File: config.mk
export PLATFORM = sky130hd
export DESIGN_NAME = si2c_channel
export DESIGN_NICKNAME = d
export VERILOG_FILES = /design/src/common/si2c_pkg.sv /design/src/logic/si2c_channel.sv /design/src/logic/si2c_presc.sv
export SDC_FILE = /design/constraint.sdc
export NUM_CORES = 1
export LEC_CHECK = 0
export BUFFER_PORTS_ARGS = -buffer_cell sky130_fd_sc_hd__buf_2
export CAP_MARGIN = 25
export CELL_PAD_IN_SITES_DETAIL_PLACEMENT = 1
export CELL_PAD_IN_SITES_GLOBAL_PLACEMENT = 1
export CORE_ASPECT_RATIO = 1.5
export CORE_MARGIN = 3
export CORE_UTILIZATION = 40
export CTS_CLUSTER_DIAMETER = 50
export DETAILED_ROUTE_END_ITERATION = 12
export PLACE_DENSITY_LB_ADDON = 0.25
export SYNTH_ARGS = -nofsm -noshare
export SYNTH_HDL_FRONTEND = slang
export SYNTH_SLANG_ARGS = --single-unit
File: constraint.sdc
create_clock -name clk_i -period 3.17 [get_ports clk_i]
set_clock_uncertainty 0.15 [all_clocks]
set_input_delay 0.1585 -clock clk_i [delete_from_list [all_inputs] [get_ports clk_i]]
set_output_delay 0.1585 -clock clk_i [all_outputs]
set_load 0.1 [all_outputs]
File: src/common/si2c_pkg.sv
// shared constants, register layout and types of the simplified i2c master channel
package si2c_pkg;
    // ---------------------------------------------------------------
    // register port
    // ---------------------------------------------------------------
    localparam int ADDR_W = 4;
    localparam int DATA_W = 16;
    localparam logic [ADDR_W-1:0] OFF_MODE = 4'h0;
    localparam logic [ADDR_W-1:0] OFF_COMM = 4'h1;
    localparam logic [ADDR_W-1:0] OFF_DATA = 4'h2;
    localparam logic [ADDR_W-1:0] OFF_OUT = 4'h3;
    localparam logic [ADDR_W-1:0] OFF_OUTEN = 4'h4;
    localparam logic [ADDR_W-1:0] OFF_START = 4'h5;
    localparam logic [ADDR_W-1:0] OFF_STOP = 4'h6;
    localparam logic [ADDR_W-1:0] OFF_STATUS = 4'h7;
    localparam logic [ADDR_W-1:0] OFF_CLEAR = 4'h8;
    localparam logic [ADDR_W-1:0] OFF_PRESC = 4'h9;

    // ---------------------------------------------------------------
    // field positions and fixed patterns
    // ---------------------------------------------------------------
    localparam int MODE_CKS_BIT = 15;
    localparam logic [DATA_W-1:0] MODE_FIXED = 16'h0024;
    localparam int COMM_TXE_BIT = 15;
    localparam int COMM_RXE_BIT = 14;
    localparam logic [DATA_W-1:0] COMM_FIXED = 16'h0017;
    localparam int DIV_LSB = 9;
    localparam int DIV_W = 7;
    localparam int BYTE_W = 8;
    localparam int OUT_DATA_BIT = 0;
    localparam int OUT_CLK_BIT = 8;
    localparam int OUTEN_BIT = 0;
    localparam int START_BIT = 0;
    localparam int STOP_BIT = 0;
    localparam int ST_EN_BIT = 15;
    localparam int ST_BUSY_BIT = 6;
    localparam int ST_ACKERR_BIT = 1;
    localparam int CLR_ACKERR_BIT = 1;
    localparam int PS0_LSB = 0;
    localparam int PS1_LSB = 4;
    localparam int PS_W = 4;
    localparam int PRESC_CNT_W = 11;

    // ---------------------------------------------------------------
    // reset values and frame shape
    // ---------------------------------------------------------------
    localparam logic [DIV_W-1:0] DIV_RESET = 7'h01;
    localparam logic [DIV_W-1:0] DIV_MIN = 7'h01;
    localparam logic [PS_W-1:0] PS_RESET = 4'h0;
    localparam logic [BYTE_W-1:0] BYTE_RESET = 8'hff;
    localparam logic [3:0] ACK_INDEX = 4'h8;

    // ---------------------------------------------------------------
    // types
    // ---------------------------------------------------------------
    typedef struct packed {
        logic out;
        logic oe;
    } si2c_pin_t;

    typedef enum logic [2:0] {
        ST_IDLE = 3'b001,
        ST_LOW = 3'b010,
        ST_HIGH = 3'b100
    } si2c_state_t;
endpackage : si2c_pkg

File: src/logic/si2c_channel.sv
// simplified i2c master channel: register port, bit engine and open-drain pins
//
// Implementation choices: the register addresses and strobed register access.
`timescale 1ns/1ps
`default_nettype none
module si2c_channel (
    input wire logic clk_i,
    input wire logic sys_rst_i,
    input wire logic [si2c_pkg::ADDR_W-1:0] reg_addr_i,
    input wire logic [si2c_pkg::DATA_W-1:0] reg_wdata_i,
    input wire logic reg_wr_i,
    input wire logic reg_rd_i,
    output logic [si2c_pkg::DATA_W-1:0] reg_rdata_o,
    input wire logic sda_i,
    output si2c_pkg::si2c_pin_t scl_o,
    output si2c_pkg::si2c_pin_t sda_o,
    output logic transfer_end_irq_o
);
    // ---------------------------------------------------------------
    // declarations
    // ---------------------------------------------------------------
    si2c_pkg::si2c_state_t state_r;
    logic [2:0] sda_sync_r;
    logic sda_q_r;
    logic cks_r;
    logic txe_r;
    logic rxe_r;
    logic [si2c_pkg::DIV_W-1:0] div_r;
    logic [si2c_pkg::DIV_W-1:0] div_nxt;
    logic [si2c_pkg::PS_W-1:0] ps0_r;
    logic [si2c_pkg::PS_W-1:0] ps1_r;
    logic so_data_r;
    logic so_clk_r;
    logic soe_r;
    logic en_r;
    logic ack_err_r;
    logic [3:0] bit_cnt_r;
    logic [si2c_pkg::DIV_W-1:0] cnt_r;
    logic [si2c_pkg::BYTE_W-1:0] tx_sh_r;
    logic [si2c_pkg::BYTE_W-1:0] rx_sh_r;
    logic [si2c_pkg::BYTE_W-1:0] data_byte_r;
    logic frame_tx_r;
    logic frame_rx_r;
    logic irq_r;
    logic [si2c_pkg::DATA_W-1:0] rdata_r;
    logic tick0;
    logic tick1;
    logic op_en;
    logic half_tick;
    logic busy;
    logic wr_mode;
    logic wr_comm;
    logic wr_data;
    logic wr_out;
    logic wr_outen;
    logic wr_start;
    logic wr_stop;
    logic wr_clear;
    logic wr_presc;
    logic start_frame;
    logic frame_end;
    logic ack_slot;
    logic ack_lvl;
    logic bit_lvl;
    logic scl_lvl;
    logic sda_lvl;
    logic [si2c_pkg::DATA_W-1:0] rd_mux;

    // ---------------------------------------------------------------
    // register decode
    // ---------------------------------------------------------------
    assign busy = (state_r != si2c_pkg::ST_IDLE);
    assign wr_mode = reg_wr_i && (reg_addr_i == si2c_pkg::OFF_MODE);
    assign wr_comm = reg_wr_i && (reg_addr_i == si2c_pkg::OFF_COMM);
    assign wr_data = reg_wr_i && (reg_addr_i == si2c_pkg::OFF_DATA);
    assign wr_out = reg_wr_i && (reg_addr_i == si2c_pkg::OFF_OUT);
    assign wr_outen = reg_wr_i && (reg_addr_i == si2c_pkg::OFF_OUTEN);
    assign wr_start = reg_wr_i && (reg_addr_i == si2c_pkg::OFF_START);
    assign wr_stop = reg_wr_i && (reg_addr_i == si2c_pkg::OFF_STOP);
    assign wr_clear = reg_wr_i && (reg_addr_i == si2c_pkg::OFF_CLEAR);
    assign wr_presc = reg_wr_i && (reg_addr_i == si2c_pkg::OFF_PRESC);

    // ---------------------------------------------------------------
    // clocking: two prescaler outputs, channel clock select, divider
    // ---------------------------------------------------------------
    si2c_presc u_presc0 (
        .clk_i(clk_i),
        .sys_rst_i(sys_rst_i),
        .sel_i(ps0_r),
        .tick_o(tick0)
    );

    si2c_presc u_presc1 (
        .clk_i(clk_i),
        .sys_rst_i(sys_rst_i),
        .sel_i(ps1_r),
        .tick_o(tick1)
    );

    assign op_en = cks_r ? tick1 : tick0;
    // each half of a bit lasts div+1 channel clocks, so the rate never passes a quarter of it
    assign half_tick = op_en && (cnt_r == div_r);

    always_ff @(posedge clk_i) begin
        if (sys_rst_i) begin
            cnt_r <= '0;
        end else if (!busy || half_tick) begin
            cnt_r <= '0;
        end else if (op_en) begin
            cnt_r <= cnt_r + 7'h01;
        end
    end

    // ---------------------------------------------------------------
    // data input synchroniser
    // ---------------------------------------------------------------
    always_ff @(posedge clk_i) begin
        if (sys_rst_i) begin
            sda_sync_r <= 3'h7;
        end else begin
            sda_sync_r <= {sda_sync_r[1:0], sda_i};
        end
    end

    // a level counts only once the second and third stages agree
    always_ff @(posedge clk_i) begin
        if (sys_rst_i) begin
            sda_q_r <= 1'b1;
        end else if (sda_sync_r[1] == sda_sync_r[2]) begin
            sda_q_r <= sda_sync_r[2];
        end
    end

    // ---------------------------------------------------------------
    // configuration registers
    // ---------------------------------------------------------------
    // mode and layout writes are dropped mid-frame so a stray write cannot corrupt it
    always_ff @(posedge clk_i) begin
        if (sys_rst_i) begin
            cks_r <= 1'b0;
        end else if (wr_mode && !busy) begin
            cks_r <= reg_wdata_i[si2c_pkg::MODE_CKS_BIT];
        end
    end

    always_ff @(posedge clk_i) begin
        if (sys_rst_i) begin
            txe_r <= 1'b0;
            rxe_r <= 1'b0;
        end else if (wr_comm) begin
            txe_r <= reg_wdata_i[si2c_pkg::COMM_TXE_BIT];
            rxe_r <= reg_wdata_i[si2c_pkg::COMM_RXE_BIT];
        end
    end

    assign div_nxt = reg_wdata_i[si2c_pkg::DIV_LSB +: si2c_pkg::DIV_W];

    always_ff @(posedge clk_i) begin
        if (sys_rst_i) begin
            div_r <= si2c_pkg::DIV_RESET;
        end else if (wr_data && !busy) begin
            div_r <= (div_nxt < si2c_pkg::DIV_MIN) ? si2c_pkg::DIV_MIN : div_nxt;
        end
    end

    always_ff @(posedge clk_i) begin
        if (sys_rst_i) begin
            ps0_r <= si2c_pkg::PS_RESET;
            ps1_r <= si2c_pkg::PS_RESET;
        end else if (wr_presc && !busy) begin
            ps0_r <= reg_wdata_i[si2c_pkg::PS0_LSB +: si2c_pkg::PS_W];
            ps1_r <= reg_wdata_i[si2c_pkg::PS1_LSB +: si2c_pkg::PS_W];
        end
    end

    // ---------------------------------------------------------------
    // output levels, output enable, channel enable
    // ---------------------------------------------------------------
    // both lines idle released (high); software moves them for start and stop
    always_ff @(posedge clk_i) begin
        if (sys_rst_i) begin
            so_data_r <= 1'b1;
            so_clk_r <= 1'b1;
        end else if (start_frame) begin
            // the clock is parked low between frames so the slave holds its state
            so_clk_r <= 1'b0;
        end else if (wr_out && !busy) begin
            so_data_r <= reg_wdata_i[si2c_pkg::OUT_DATA_BIT];
            so_clk_r <= reg_wdata_i[si2c_pkg::OUT_CLK_BIT];
        end
    end

    always_ff @(posedge clk_i) begin
        if (sys_rst_i) begin
            soe_r <= 1'b0;
        end else if (wr_outen && !busy) begin
            soe_r <= reg_wdata_i[si2c_pkg::OUTEN_BIT];
        end
    end

    always_ff @(posedge clk_i) begin
        if (sys_rst_i) begin
            en_r <= 1'b0;
        end else if (wr_start && reg_wdata_i[si2c_pkg::START_BIT]) begin
            en_r <= 1'b1;
        end else if (wr_stop && reg_wdata_i[si2c_pkg::STOP_BIT]) begin
            en_r <= 1'b0;
        end
    end

    // ---------------------------------------------------------------
    // bit engine
    // ---------------------------------------------------------------
    assign start_frame = wr_data && en_r && !busy && (txe_r || rxe_r);
    assign ack_slot = (bit_cnt_r == si2c_pkg::ACK_INDEX);
    assign frame_end = (state_r == si2c_pkg::ST_HIGH) && half_tick && ack_slot;
    // receive-only frames pull the ack slot low, anything else releases it
    assign ack_lvl = !(frame_rx_r && !frame_tx_r);
    assign bit_lvl = ack_slot ? ack_lvl : tx_sh_r[si2c_pkg::BYTE_W-1];
    // with output enable off the pin shows the plain output bit, which suppresses the final ack
    assign sda_lvl = (busy && soe_r) ? bit_lvl : so_data_r;

    always_comb begin
        case (state_r)
            si2c_pkg::ST_LOW: scl_lvl = 1'b0;
            si2c_pkg::ST_HIGH: scl_lvl = 1'b1;
            si2c_pkg::ST_IDLE: scl_lvl = so_clk_r;
            default: scl_lvl = 1'b1;
        endcase
    end

    // the clock line is never read back: no arbitration and no stretch wait
    always_ff @(posedge clk_i) begin
        if (sys_rst_i) begin
            state_r <= si2c_pkg::ST_IDLE;
            bit_cnt_r <= '0;
            tx_sh_r <= si2c_pkg::BYTE_RESET;
            rx_sh_r <= si2c_pkg::BYTE_RESET;
            frame_tx_r <= 1'b0;
            frame_rx_r <= 1'b0;
        end else begin
            case (state_r)
                si2c_pkg::ST_IDLE: begin
                    if (start_frame) begin
                        // address and data frames are shifted the same way
                        tx_sh_r <= txe_r ? reg_wdata_i[si2c_pkg::BYTE_W-1:0] : si2c_pkg::BYTE_RESET;
                        bit_cnt_r <= '0;
                        frame_tx_r <= txe_r;
                        frame_rx_r <= rxe_r;
                        state_r <= si2c_pkg::ST_LOW;
                    end
                end
                si2c_pkg::ST_LOW: begin
                    if (half_tick) begin
                        state_r <= si2c_pkg::ST_HIGH;
                    end
                end
                si2c_pkg::ST_HIGH: begin
                    if (half_tick) begin
                        if (ack_slot) begin
                            state_r <= si2c_pkg::ST_IDLE;
                        end else begin
                            rx_sh_r <= {rx_sh_r[si2c_pkg::BYTE_W-2:0], sda_q_r};
                            tx_sh_r <= {tx_sh_r[si2c_pkg::BYTE_W-2:0], 1'b1};
                            bit_cnt_r <= bit_cnt_r + 4'h1;
                            state_r <= si2c_pkg::ST_LOW;
                        end
                    end
                end
                default: begin
                    state_r <= si2c_pkg::ST_IDLE;
                end
            endcase
        end
    end

    always_ff @(posedge clk_i) begin
        if (sys_rst_i) begin
            data_byte_r <= si2c_pkg::BYTE_RESET;
        end else if (start_frame) begin
            data_byte_r <= reg_wdata_i[si2c_pkg::BYTE_W-1:0];
        end else if (frame_end && frame_rx_r) begin
            data_byte_r <= rx_sh_r;
        end
    end

    // ack sampled at the end of the ninth high phase; a high level is a missing ack
    always_ff @(posedge clk_i) begin
        if (sys_rst_i) begin
            ack_err_r <= 1'b0;
        end else if (frame_end && frame_tx_r && sda_q_r) begin
            ack_err_r <= 1'b1;
        end else if (wr_clear && reg_wdata_i[si2c_pkg::CLR_ACKERR_BIT]) begin
            ack_err_r <= 1'b0;
        end
    end

    // one source only: end of frame; there is no buffer-empty event at all
    always_ff @(posedge clk_i) begin
        if (sys_rst_i) begin
            irq_r <= 1'b0;
        end else begin
            irq_r <= frame_end;
        end
    end

    // ---------------------------------------------------------------
    // pins: drive low or let go, never drive high
    // ---------------------------------------------------------------
    always_ff @(posedge clk_i) begin
        if (sys_rst_i) begin
            scl_o <= '{out: 1'b0, oe: 1'b0};
            sda_o <= '{out: 1'b0, oe: 1'b0};
        end else begin
            // once stopped, the lines follow the output bits that software raises to release
            scl_o <= '{out: 1'b0, oe: !scl_lvl};
            sda_o <= '{out: 1'b0, oe: !sda_lvl};
        end
    end

    // ---------------------------------------------------------------
    // read path
    // ---------------------------------------------------------------
    always_comb begin
        rd_mux = '0;
        case (reg_addr_i)
            si2c_pkg::OFF_MODE: rd_mux = si2c_pkg::MODE_FIXED | (16'(cks_r) << si2c_pkg::MODE_CKS_BIT);
            si2c_pkg::OFF_COMM: begin
                rd_mux = si2c_pkg::COMM_FIXED;
                rd_mux[si2c_pkg::COMM_TXE_BIT] = txe_r;
                rd_mux[si2c_pkg::COMM_RXE_BIT] = rxe_r;
            end
            si2c_pkg::OFF_DATA: begin
                rd_mux[si2c_pkg::DIV_LSB +: si2c_pkg::DIV_W] = div_r;
                rd_mux[si2c_pkg::BYTE_W-1:0] = data_byte_r;
            end
            si2c_pkg::OFF_OUT: begin
                rd_mux[si2c_pkg::OUT_DATA_BIT] = so_data_r;
                rd_mux[si2c_pkg::OUT_CLK_BIT] = so_clk_r;
            end
            si2c_pkg::OFF_OUTEN: rd_mux[si2c_pkg::OUTEN_BIT] = soe_r;
            si2c_pkg::OFF_STATUS: begin
                rd_mux[si2c_pkg::ST_EN_BIT] = en_r;
                rd_mux[si2c_pkg::ST_BUSY_BIT] = busy;
                rd_mux[si2c_pkg::ST_ACKERR_BIT] = ack_err_r;
            end
            si2c_pkg::OFF_PRESC: begin
                rd_mux[si2c_pkg::PS0_LSB +: si2c_pkg::PS_W] = ps0_r;
                rd_mux[si2c_pkg::PS1_LSB +: si2c_pkg::PS_W] = ps1_r;
            end
            default: rd_mux = '0;
        endcase
    end

    // read data stand for exactly one cycle, zero otherwise
    always_ff @(posedge clk_i) begin
        if (sys_rst_i) begin
            rdata_r <= '0;
        end else begin
            rdata_r <= reg_rd_i ? rd_mux : '0;
        end
    end

    assign reg_rdata_o = rdata_r;
    assign transfer_end_irq_o = irq_r;
endmodule : si2c_channel
`default_nettype wire

File: src/logic/si2c_presc.sv
// one prescaler output: a tick every 2**sel cycles of the system clock, every 2**11 cycles at most
`timescale 1ns/1ps
`default_nettype none
module si2c_presc (
    input wire logic clk_i,
    input wire logic sys_rst_i,
    input wire logic [si2c_pkg::PS_W-1:0] sel_i,
    output logic tick_o
);
    logic [si2c_pkg::PRESC_CNT_W-1:0] cnt_r;
    logic [si2c_pkg::PRESC_CNT_W-1:0] mask;

    // selections above the counter width saturate at the slowest rate
    assign mask = (sel_i >= 4'hb) ? 11'h7ff : 11'((12'h001 << sel_i) - 12'h001);
    assign tick_o = ((cnt_r & mask) == mask);

    always_ff @(posedge clk_i) begin
        if (sys_rst_i) begin
            cnt_r <= '0;
        end else begin
            cnt_r <= cnt_r + 11'h001;
        end
    end
endmodule : si2c_presc
`default_nettype wire

==> impl_metrics.env, run 1 <==
export IMPL_maxCapViolCount=0
export IMPL_synthFlopType="dfxtp_1"
export IMPL_insertion_delay_ns=0.35
export IMPL_r2r_slack_ns=0.11
export IMPL_dieHeight_um=148
export IMPL_synth_area_mm2=0.00540
export IMPL_ant_nets=0
export IMPL_hold_path_class="input port to flip-flop"
export IMPL_fin_nets=751
export IMPL_seq_area_mm2=0.00216
export IMPL_critPathLaunchType="flip-flop"
export IMPL_cts_buffers_inserted=9
export IMPL_max_slew_margin_rel_pct=33.2
export IMPL_hpwlAfterDp_um=11200
export IMPL_grt_max_degree=92
export IMPL_r2r_start="ps1_r[1]"
export IMPL_grt_overflow=0
export IMPL_vias=5102
export IMPL_min_delay_path_depth=3
export IMPL_wl_per_cell_um=17.8
export IMPL_start_util_pct=41.3
export IMPL_multi_input_area_mm2=0.00308
export IMPL_clock_path_buffers=2
export IMPL_grt_usage_pct=21.2
export IMPL_required_ns=3.29
export IMPL_final_min_clock_period_ns=3.06
export IMPL_grt_pass1_wl_um=25700
export IMPL_clock_fmax_ghz=0.327
export IMPL_cts_tree="built"
export IMPL_syn_inst=671
export IMPL_path_clk_slew_ns=0.07
export IMPL_leakage_nw=2.43
export IMPL_tightest_slew_ns=1.00
export IMPL_r2r_end="tx_sh_r[3]"
export IMPL_drive_gt1_share_pct=17.1
export IMPL_setup_worst_path_end_class="flip-flop"
export IMPL_root_buffer="clkbuf_16"
export IMPL_timing_final_hold_violations=0
export IMPL_fill_cells=1570
export IMPL_ys_seq_area_share_pct=40.0
export IMPL_dieArea_mm2=0.0150
export IMPL_rows=51
export IMPL_route_detailed_drc=0
export IMPL_drtIter0Drc=195
export IMPL_critical_path_arrival_ns=3.18
export IMPL_crit_type="flip-flop to flip-flop"
export IMPL_pin_count=46
export IMPL_gp_congestion=0.829
export IMPL_slew_violations=0
export IMPL_ys_types=66
export IMPL_antenna_found_initial=0
export IMPL_vdd_drop_max_v=0.000244
export IMPL_port_buffers=43
export IMPL_min_to="so_data_r"
export IMPL_synth_edf_count=0
export IMPL_finalSetupViolCount=0
export IMPL_first_pass_iters=4
export IMPL_async_flop_share_pct=0
export IMPL_numClockSinks=108
export IMPL_utilization_pct=49.0
export IMPL_core_area_mm2=0.0131
export IMPL_crit_fanout=9
export IMPL_r2r_cells=15
export IMPL_vias_per_cell=5.78
export IMPL_grt_pass1_vias=5163
export IMPL_area_growth_pct=18.6
export IMPL_yosysWarnings=0
export IMPL_power_density_mw_per_mm2=457
export IMPL_antennaDiodeCount=0
export IMPL_setup_tns_ns=0
export IMPL_die_w_um=101
export IMPL_post_route_period_util_pct=96.5
export IMPL_status="complete, no violations"
export IMPL_ctsHtreeMaxLevel=3
export IMPL_ys_ff_latch=108
export IMPL_worstHoldStart="reg_wdata_i[0]"
export IMPL_syn_area_per_cell_um2=8.05
export IMPL_routed_wl_um=15700
==> worst max-delay path, stage by stage, from the launching register on <==
cell and delay (ns):
dfxtp_1 0.32, nor3_2 0.17, buf_4 0.14, nand2_1 0.06
ha_2 0.22, buf_4 0.16, and3b_1 0.16, o311a_1 0.30
o32ai_2 0.13, nor4_1 0.07, buf_4 0.16, a41o_4 0.27
buf_8 0.16, a21oi_4 0.16, buf_12 0.14, mux2i_2 0.19
==> per-stage QoR <==
stage	cell area (um^2)	setup WS (ns)	power, mW	hold slack (ns)	instances
2_1_floorplan	5410	0.228	1.62	0.112	672
3_3_place_gp	5800	0.0498	1.70	0.194	853
3_5_place_dp	5800	-0.119	1.70	0.195	853
4_1_cts	6300	-0.00445	2.93	0.000136	880
5_1_grt	6410	-0.0209	3.05	0.0208	883
6_report	6410	0.111	2.93	0.0122	883
==> cells in the mapped netlist, types with 13 or more instances <==
cell,count,area share [%]
dfxtp_1,108,40
nor2_1,77,5.3
a21oi_1,63,5.8
nand2_1,52,3.6
nand3_1,43,4.0
o21ai_0,37,3.4
clkbuf_1,30,2.1
inv_1,21,1.5
nor3_1,19,1.8
mux2i_1,15,2.8
or3_1,13,1.5
==> cells in the final DEF, fill, tap and decap left out, drive strengths merged, types with 5 or more instances in the layout <==
cell type and n:
a221oi 8, or3 13, or2 8, a2111oi 11, and2 11, ha 7
a211oi 11, nor4 5, xor2 11, buf 76, a21oi 64, dlygate4sd3 9
xnor2 7, nor3 19, nand3 43, o21ai 39, nand2b 10, mux2i 15
nor2 78, dfxtp 108, and3 9, inv 23, clkbuf 11, nor2b 10
nand4 5, nand2 53
==> power breakdown <==
| group | internal [mW] | total [mW] | switching (mW) |
|---|---|---|---|
| clock network | 0.699 | 1.21 | 0.508 |
| logic | 0.124 | 0.338 | 0.213 |
| registers | 1.37 | 1.38 | 0.0152 |
==> cell families after synthesis <==
group | synth area share, %
AO/OA/AOI/OAI | 21.5
XOR/XNOR | 2.92
adder cells (fa/ha/maj) | 1.62
multiplexers | 2.78
AND/OR/NAND/NOR | 25.5
buffers and inverters | 5.67
other | 0.0694
flip-flops | 40.0
==> flip-flops by register name, summed over array words and instances, names as in the netlist, 4 cells and up <==
signal / flops
rx_sh_r: 8
reg_rdata_o: 16
u_presc1.cnt_r: 11
bit_cnt_r: 4
ps0_r: 4
cnt_r: 7
tx_sh_r: 8
u_presc0.cnt_r: 11
div_r: 7
data_byte_r: 8
ps1_r: 4
==> repair_timing <==
item	CTS	global route
resized for setup	14	15
buffers inserted	2	2
hold buffers	9	0
endpoints found under the hold margin	12	0
cloned	0	1
pin swaps	1	7
endpoints found under the setup margin	14	22
==> cell type report <==
type,count,area share (%)
well taps,159,3.10
clock inverters,5,1.29
repair buffers,85,8.96
flip-flops and latches,108,33.7
multi-input cells,494,48.0
clock buffers,11,3.63
inverters,21,1.23
==> routing by layer <==
| layer | routed length (um) | vias to the layer above | track usage, % |
|---|---|---|---|
| li1 | - | 2486 | - |
| met1 | 6680 | 2522 | 25.3 |
| met2 | 8420 | 68 | 38.3 |
| met3 | 306 | 26 | 2.91 |
| met4 | 314 | 0 | 7.39 |
| met5 | 0 | - | 0 |
==> how the worst max path moves through the flow <==
stage / start / to / cells past startpoint
2_1_floorplan: ps0_r[3] / state_r[1] / 11
3_3_place_gp: ps1_r[1] / data_byte_r[4] / 13
3_5_place_dp: ps1_r[1] / data_byte_r[6] / 13
4_1_cts: ps1_r[1] / data_byte_r[5] / 13
5_1_grt: ps1_r[1] / tx_sh_r[6] / 15
6_report: ps1_r[1] / tx_sh_r[3] / 15
No activity file was read; power rests on OpenSTA's default activity.
==> inputs of run 2 (changes only) <==
- PLACE_DENSITY: unset -> 0.78
- PLACE_DENSITY_LB_ADDON: 0.25 -> unset
==> impl_metrics.env, run 2 (synthesis results as in run 1) <==
export IMPL_leakage_nw=2.43
export IMPL_antennaDiodeCount=0
export IMPL_crit_type="flip-flop to flip-flop"
export IMPL_stdcell_area_mm2=0.00638
export IMPL_clock_path_buffers=2
export IMPL_critical_path_buf_inv_count=2
export IMPL_crit_family="compound AO/OA/AOI/OAI gates"
export IMPL_crit_fanout=8
export IMPL_routed_wl_um=16100
export IMPL_dieHeight_um=148
export IMPL_grt_max_degree=92
export IMPL_slew_violations=0
export IMPL_tightest_slew_ns=1.01
export IMPL_pwr_share_clk_pct=38.3
export IMPL_path_clk_slew_ns=0.07
export IMPL_cts_buffers_inserted=9
export IMPL_setup_ws_ns=0.0731
export IMPL_final_min_clock_period_ns=3.10
export IMPL_placedCellCount=852
export IMPL_ctsHtreeMaxLevel=3
export IMPL_layout_commonest_cell="dfxtp_1"
export IMPL_timing_final_hold_violations=0
export IMPL_required_ns=3.22
export IMPL_utilization_pct=48.8
export IMPL_p_switching_mw=0.754
export IMPL_vias=5108
export IMPL_finalPower_mw=2.82
export IMPL_setup_worst_path_end_class="flip-flop"
export IMPL_finalSetupViolCount=0
export IMPL_fin_nets=752
export IMPL_use_met1_pct=25.4
export IMPL_critical_path_arrival_ns=3.15
export IMPL_wl_per_cell_um=18.3
export IMPL_fin_cells=884
export IMPL_seqPwrFrac_pct=49.2
export IMPL_combPwrFrac_pct=12.6
export IMPL_p_int_mw=2.06
export IMPL_met3_usage_pct=2.91
export IMPL_crit_slowest_cell="a2111oi_2"
export IMPL_gp_congestion=0.805
export IMPL_busiest_layer="met2"
export IMPL_vdd_drop_max_v=0.000231
export IMPL_insertion_delay_ns=0.35
export IMPL_drtIter0Drc=226
export IMPL_area_growth_pct=18.1
export IMPL_largest_reg_flops=16
export IMPL_post_route_period_util_pct=97.7
export IMPL_cp_cell_sequence="nor3_4, nand2_2, ha_4, and3b_1, o311a_1, o32ai_2, nor4_1, buf_4, a41o_2, buf_6, a2111oi_2, a221oi_1"
export IMPL_critPathLaunchType="flip-flop"
export IMPL_place_ws_ns=-0.206
export IMPL_port_buffers=43
export IMPL_rows=51
export IMPL_grt_usage_pct=21.7
export IMPL_dieArea_mm2=0.0150
export IMPL_pin_count=46
export IMPL_antenna_found_initial=0
export IMPL_fill_cells=1561
export IMPL_core_area_mm2=0.0131
export IMPL_clock_fmax_ghz=0.323
export IMPL_numClockSinks=108
export IMPL_vias_per_cell=5.78
export IMPL_critical_path_max_stage_delay_ns=0.38
export IMPL_maxCapViolCount=0
export IMPL_drive_gt1_share_pct=17.4
export IMPL_cts_tree="built"
export IMPL_most_common_layout_cells="dfxtp_1 (107), nor2_1 (77), a21oi_1 (63)"
export IMPL_power_density_mw_per_mm2=441
export IMPL_die_w_um=101
export IMPL_hpwlAfterDp_um=11400
export IMPL_grt_overflow=0
export IMPL_start_util_pct=41.3
export IMPL_status="complete, no violations"
export IMPL_p_sw_share_pct=26.8
export IMPL_route_detailed_drc=0
export IMPL_max_slew_margin_rel_pct=32.5
export IMPL_postPlaceCellArea_mm2=0.00580
export IMPL_ant_nets=0
export IMPL_hold_path_class="input port to flip-flop"
export IMPL_finalHoldWorstSlack_ns=0.0306
export IMPL_grt_pass1_wl_um=26300
export IMPL_grt_pass1_vias=5306
export IMPL_setup_tns_ns=0
export IMPL_use_met2_pct=39.4
export IMPL_root_buffer="clkbuf_16"
export IMPL_first_pass_iters=5
[run 2: cell count changes in the layout (fill, tap and decap cells not counted), sizes merged]
cell / previous run / this run
buf: 76 / 75
bufinv: 2 / 0
clkinvlp: 0 / 1
clkinv: 1 / 2
dlygate4sd3: 9 / 11
[run 2: layout make-up]
class                   instances  area, um^2  share of cell area (%)
clock buffers                  11         243                    3.80
clock inverters                 5        35.0                   0.549
inverters                      21        78.8                    1.24
multi-input cells             494        3070                    48.1
flip-flops and latches        108        2160                    33.9
well taps                     159         199                    3.12
repair buffers                 86         589                    9.24
[run 2: path summary, 6_finish.rpt]
kind | to | cells after the start | slack (ns) | startpoint
max | data_byte_r[6] | 12 | 0.07 | ps1_r[3]
min reg2reg | sda_sync_r[1] | 1 | 0.30 | sda_sync_r[0]
max reg2reg | data_byte_r[6] | 12 | 0.07 | ps1_r[3]
min | data_byte_r[7] | 3 | 0.03 | reg_wdata_i[7]
[run 2: power groups by stage]
stage | Sequential, mW | Clock, mW | Combinational [mW]
after floorplan | 1.42 | 0 | 0.193
after global placement | 1.41 | 0 | 0.280
after detailed placement | 1.42 | 0 | 0.290
after CTS | 1.38 | 1.10 | 0.310
after global routing | 1.39 | 1.16 | 0.381
final | 1.38 | 1.08 | 0.354
[run 2: what timing repair did]
action / 4_1_cts / 5_1_grt
resized for setup: 14 / 21
pin swaps: 1 / 5
hold buffers: 11 / 0
endpoints found under the setup margin: 28 / 35
setup buffers: 1 / 3
hold endpoints to repair: 14 / 0
gates cloned: 0 / 1
[run 2: worst register-to-register path, delay by kind of cell, from the launching register on]
family | cells | cell delay, ns
AOI/OAI and AO/OA | 5 | 1.33
DFF | 1 | 0.34
buffers and inverters | 2 | 0.33
adders and majority gates | 1 | 0.20
and+or+nand+nor | 4 | 0.62
[run 2: per-layer routing]
layer	vias to the layer above	share of wire, %
met5	-	0
met4	0	2.6
met3	27	2.6
met2	68	54
met1	2520	41
li1	2493	-
==> inputs of run 3 (changes only) <==
- CELL_PAD_IN_SITES_DETAIL_PLACEMENT: 1 -> 0
==> impl_metrics.env, run 3 (synthesis results as in run 1) <==
export IMPL_busiest_layer="met2"
export IMPL_largest_reg_flops=16
export IMPL_drive_gt1_share_pct=16.3
export IMPL_grt_pass1_vias=4801
export IMPL_core_area_mm2=0.0131
export IMPL_routed_wl_um=14200
export IMPL_port_buffers=43
export IMPL_start_util_pct=41.3
export IMPL_tightest_slew_ns=0.953
export IMPL_critical_path_arrival_ns=3.08
export IMPL_ctsHtreeMaxLevel=3
export IMPL_crit_fanout=8
export IMPL_finalHoldWorstSlack_ns=0.0125
export IMPL_layout_commonest_cell="dfxtp_1"
export IMPL_cp_cell_sequence="nor3_4, nand2_2, ha_4, and3b_1, o311a_1, o32ai_2, nor4_1, buf_4, a41o_2, buf_6, a2111oi_2, a221oi_1"
export IMPL_most_common_layout_cells="dfxtp_1 (108), nor2_1 (77), a21oi_1 (63)"
export IMPL_setup_ws_ns=0.127
export IMPL_use_met2_pct=33.9
export IMPL_setup_worst_path_end_class="flip-flop"
export IMPL_fin_cells=879
export IMPL_cts_tree="built"
export IMPL_critPathLaunchType="flip-flop"
export IMPL_clock_fmax_ghz=0.329
export IMPL_place_ws_ns=-0.102
export IMPL_status="complete, no violations"
export IMPL_stdcell_area_mm2=0.00627
export IMPL_crit_type="flip-flop to flip-flop"
export IMPL_vias_per_cell=5.73
export IMPL_vias=5036
export IMPL_finalPower_mw=2.78
export IMPL_numClockSinks=108
export IMPL_final_min_clock_period_ns=3.04
export IMPL_use_met1_pct=23.2
export IMPL_fin_nets=747
export IMPL_antenna_found_initial=0
export IMPL_p_switching_mw=0.742
export IMPL_grt_overflow=0
export IMPL_route_detailed_drc=0
export IMPL_combPwrFrac_pct=11.1
export IMPL_p_int_mw=2.04
export IMPL_wl_per_cell_um=16.2
export IMPL_dieArea_mm2=0.0150
export IMPL_met3_usage_pct=2.25
export IMPL_critical_path_max_stage_delay_ns=0.34
export IMPL_rows=51
export IMPL_slew_violations=0
export IMPL_crit_slowest_cell="dfxtp_1"
export IMPL_grt_pass1_wl_um=23300
export IMPL_required_ns=3.20
export IMPL_vdd_drop_max_v=0.000252
export IMPL_hold_path_class="input port to flip-flop"
export IMPL_p_sw_share_pct=26.7
export IMPL_seqPwrFrac_pct=49.7
export IMPL_max_slew_margin_rel_pct=36.4
export IMPL_drtIter0Drc=257
export IMPL_power_density_mw_per_mm2=444
export IMPL_root_buffer="clkbuf_16"
export IMPL_pwr_share_clk_pct=39.2
export IMPL_grt_usage_pct=19.2
export IMPL_hpwlAfterDp_um=10100
export IMPL_critical_path_buf_inv_count=2
export IMPL_postPlaceCellArea_mm2=0.00580
export IMPL_ant_nets=0
export IMPL_dieHeight_um=148
export IMPL_pin_count=46
export IMPL_gp_congestion=0.805
export IMPL_die_w_um=101
export IMPL_finalSetupViolCount=0
export IMPL_antennaDiodeCount=0
export IMPL_maxCapViolCount=0
export IMPL_insertion_delay_ns=0.35
export IMPL_grt_max_degree=92
export IMPL_timing_final_hold_violations=0
export IMPL_path_clk_slew_ns=0.08
export IMPL_post_route_period_util_pct=96.0
export IMPL_leakage_nw=2.40
export IMPL_crit_family="compound AO/OA/AOI/OAI gates"
export IMPL_rsz0062_at_grt="true"
export IMPL_first_pass_iters=5
export IMPL_placedCellCount=852
export IMPL_area_growth_pct=16.0
export IMPL_clock_path_buffers=2
export IMPL_cts_buffers_inserted=9
## run 3: cell count changes in the layout (fill, tap and decap cells not counted), sizes merged
cell,previous run,this run
clkinv,2,3
dlygate4sd3,11,9
buf,75,72
clkbuf,11,10
## run 3: power by group through the flow
stage,Combinational [mW],Sequential (mW),Clock [mW]
after detailed placement,0.283,1.42,0
final,0.309,1.38,1.09
after global routing,0.334,1.39,1.16
after floorplan,0.193,1.42,0
after CTS,0.293,1.38,1.12
after global placement,0.280,1.41,0
## run 3: area by class of cell
type | instances | area (um^2)
Inverter | 21 | 78.8
Fill cell | 1272 | 6810
Sequential cell | 108 | 2160
Clock inverter | 6 | 46.3
Multi-Input combinational cell | 494 | 3000
Clock buffer | 10 | 239
Timing Repair Buffer | 81 | 543
Tap cell | 159 | 199
## run 3: path summary, 6_finish.rpt
kind	start	endpoint	slack, ns	depth (start not counted)
setup / recovery	ps1_r[3]	data_byte_r[2]	0.13	12
hold / removal	reg_wdata_i[5]	data_byte_r[5]	0.01	3
setup reg to reg	ps1_r[3]	data_byte_r[2]	0.13	12
hold reg to reg	sda_sync_r[0]	sda_sync_r[1]	0.27	1
## run 3: timing repair
action                                  CTS  global route
hold buffers                              9             0
hold endpoints to repair                 12             0
endpoints found under the setup margin   13            32
setup buffers                             2             0
pin swaps                                 1             5
gates resized for setup                   2            18
## run 3: through the flow
stage,TNS (ns),util (%)
final,0,47.9
after global routing,-0.149,47.9
after CTS,-0.00400,47.4
after detailed placement,-0.622,44.3
after global placement,0,44.3
after floorplan,0,-
## run 3: per-layer routing
| metal | wire length (um) | vias to the layer above |
|---|---|---|
| met2 | 7440 | 105 |
| met3 | 425 | 29 |
| met5 | 0 | - |
| met1 | 5950 | 2424 |
| met4 | 433 | 0 |
| li1 | - | 2478 |
## run 3: worst reg2reg max path, stage by stage (launching register included)
cell       delay [ns]
dfxtp_1          0.34
nor3_4           0.24
nand2_2          0.10
ha_4             0.19
and3b_1          0.18
o311a_1          0.34
o32ai_2          0.24
nor4_1           0.07
buf_4            0.15
a41o_2           0.28
buf_6            0.16
a2111oi_2        0.32
a221oi_1         0.11
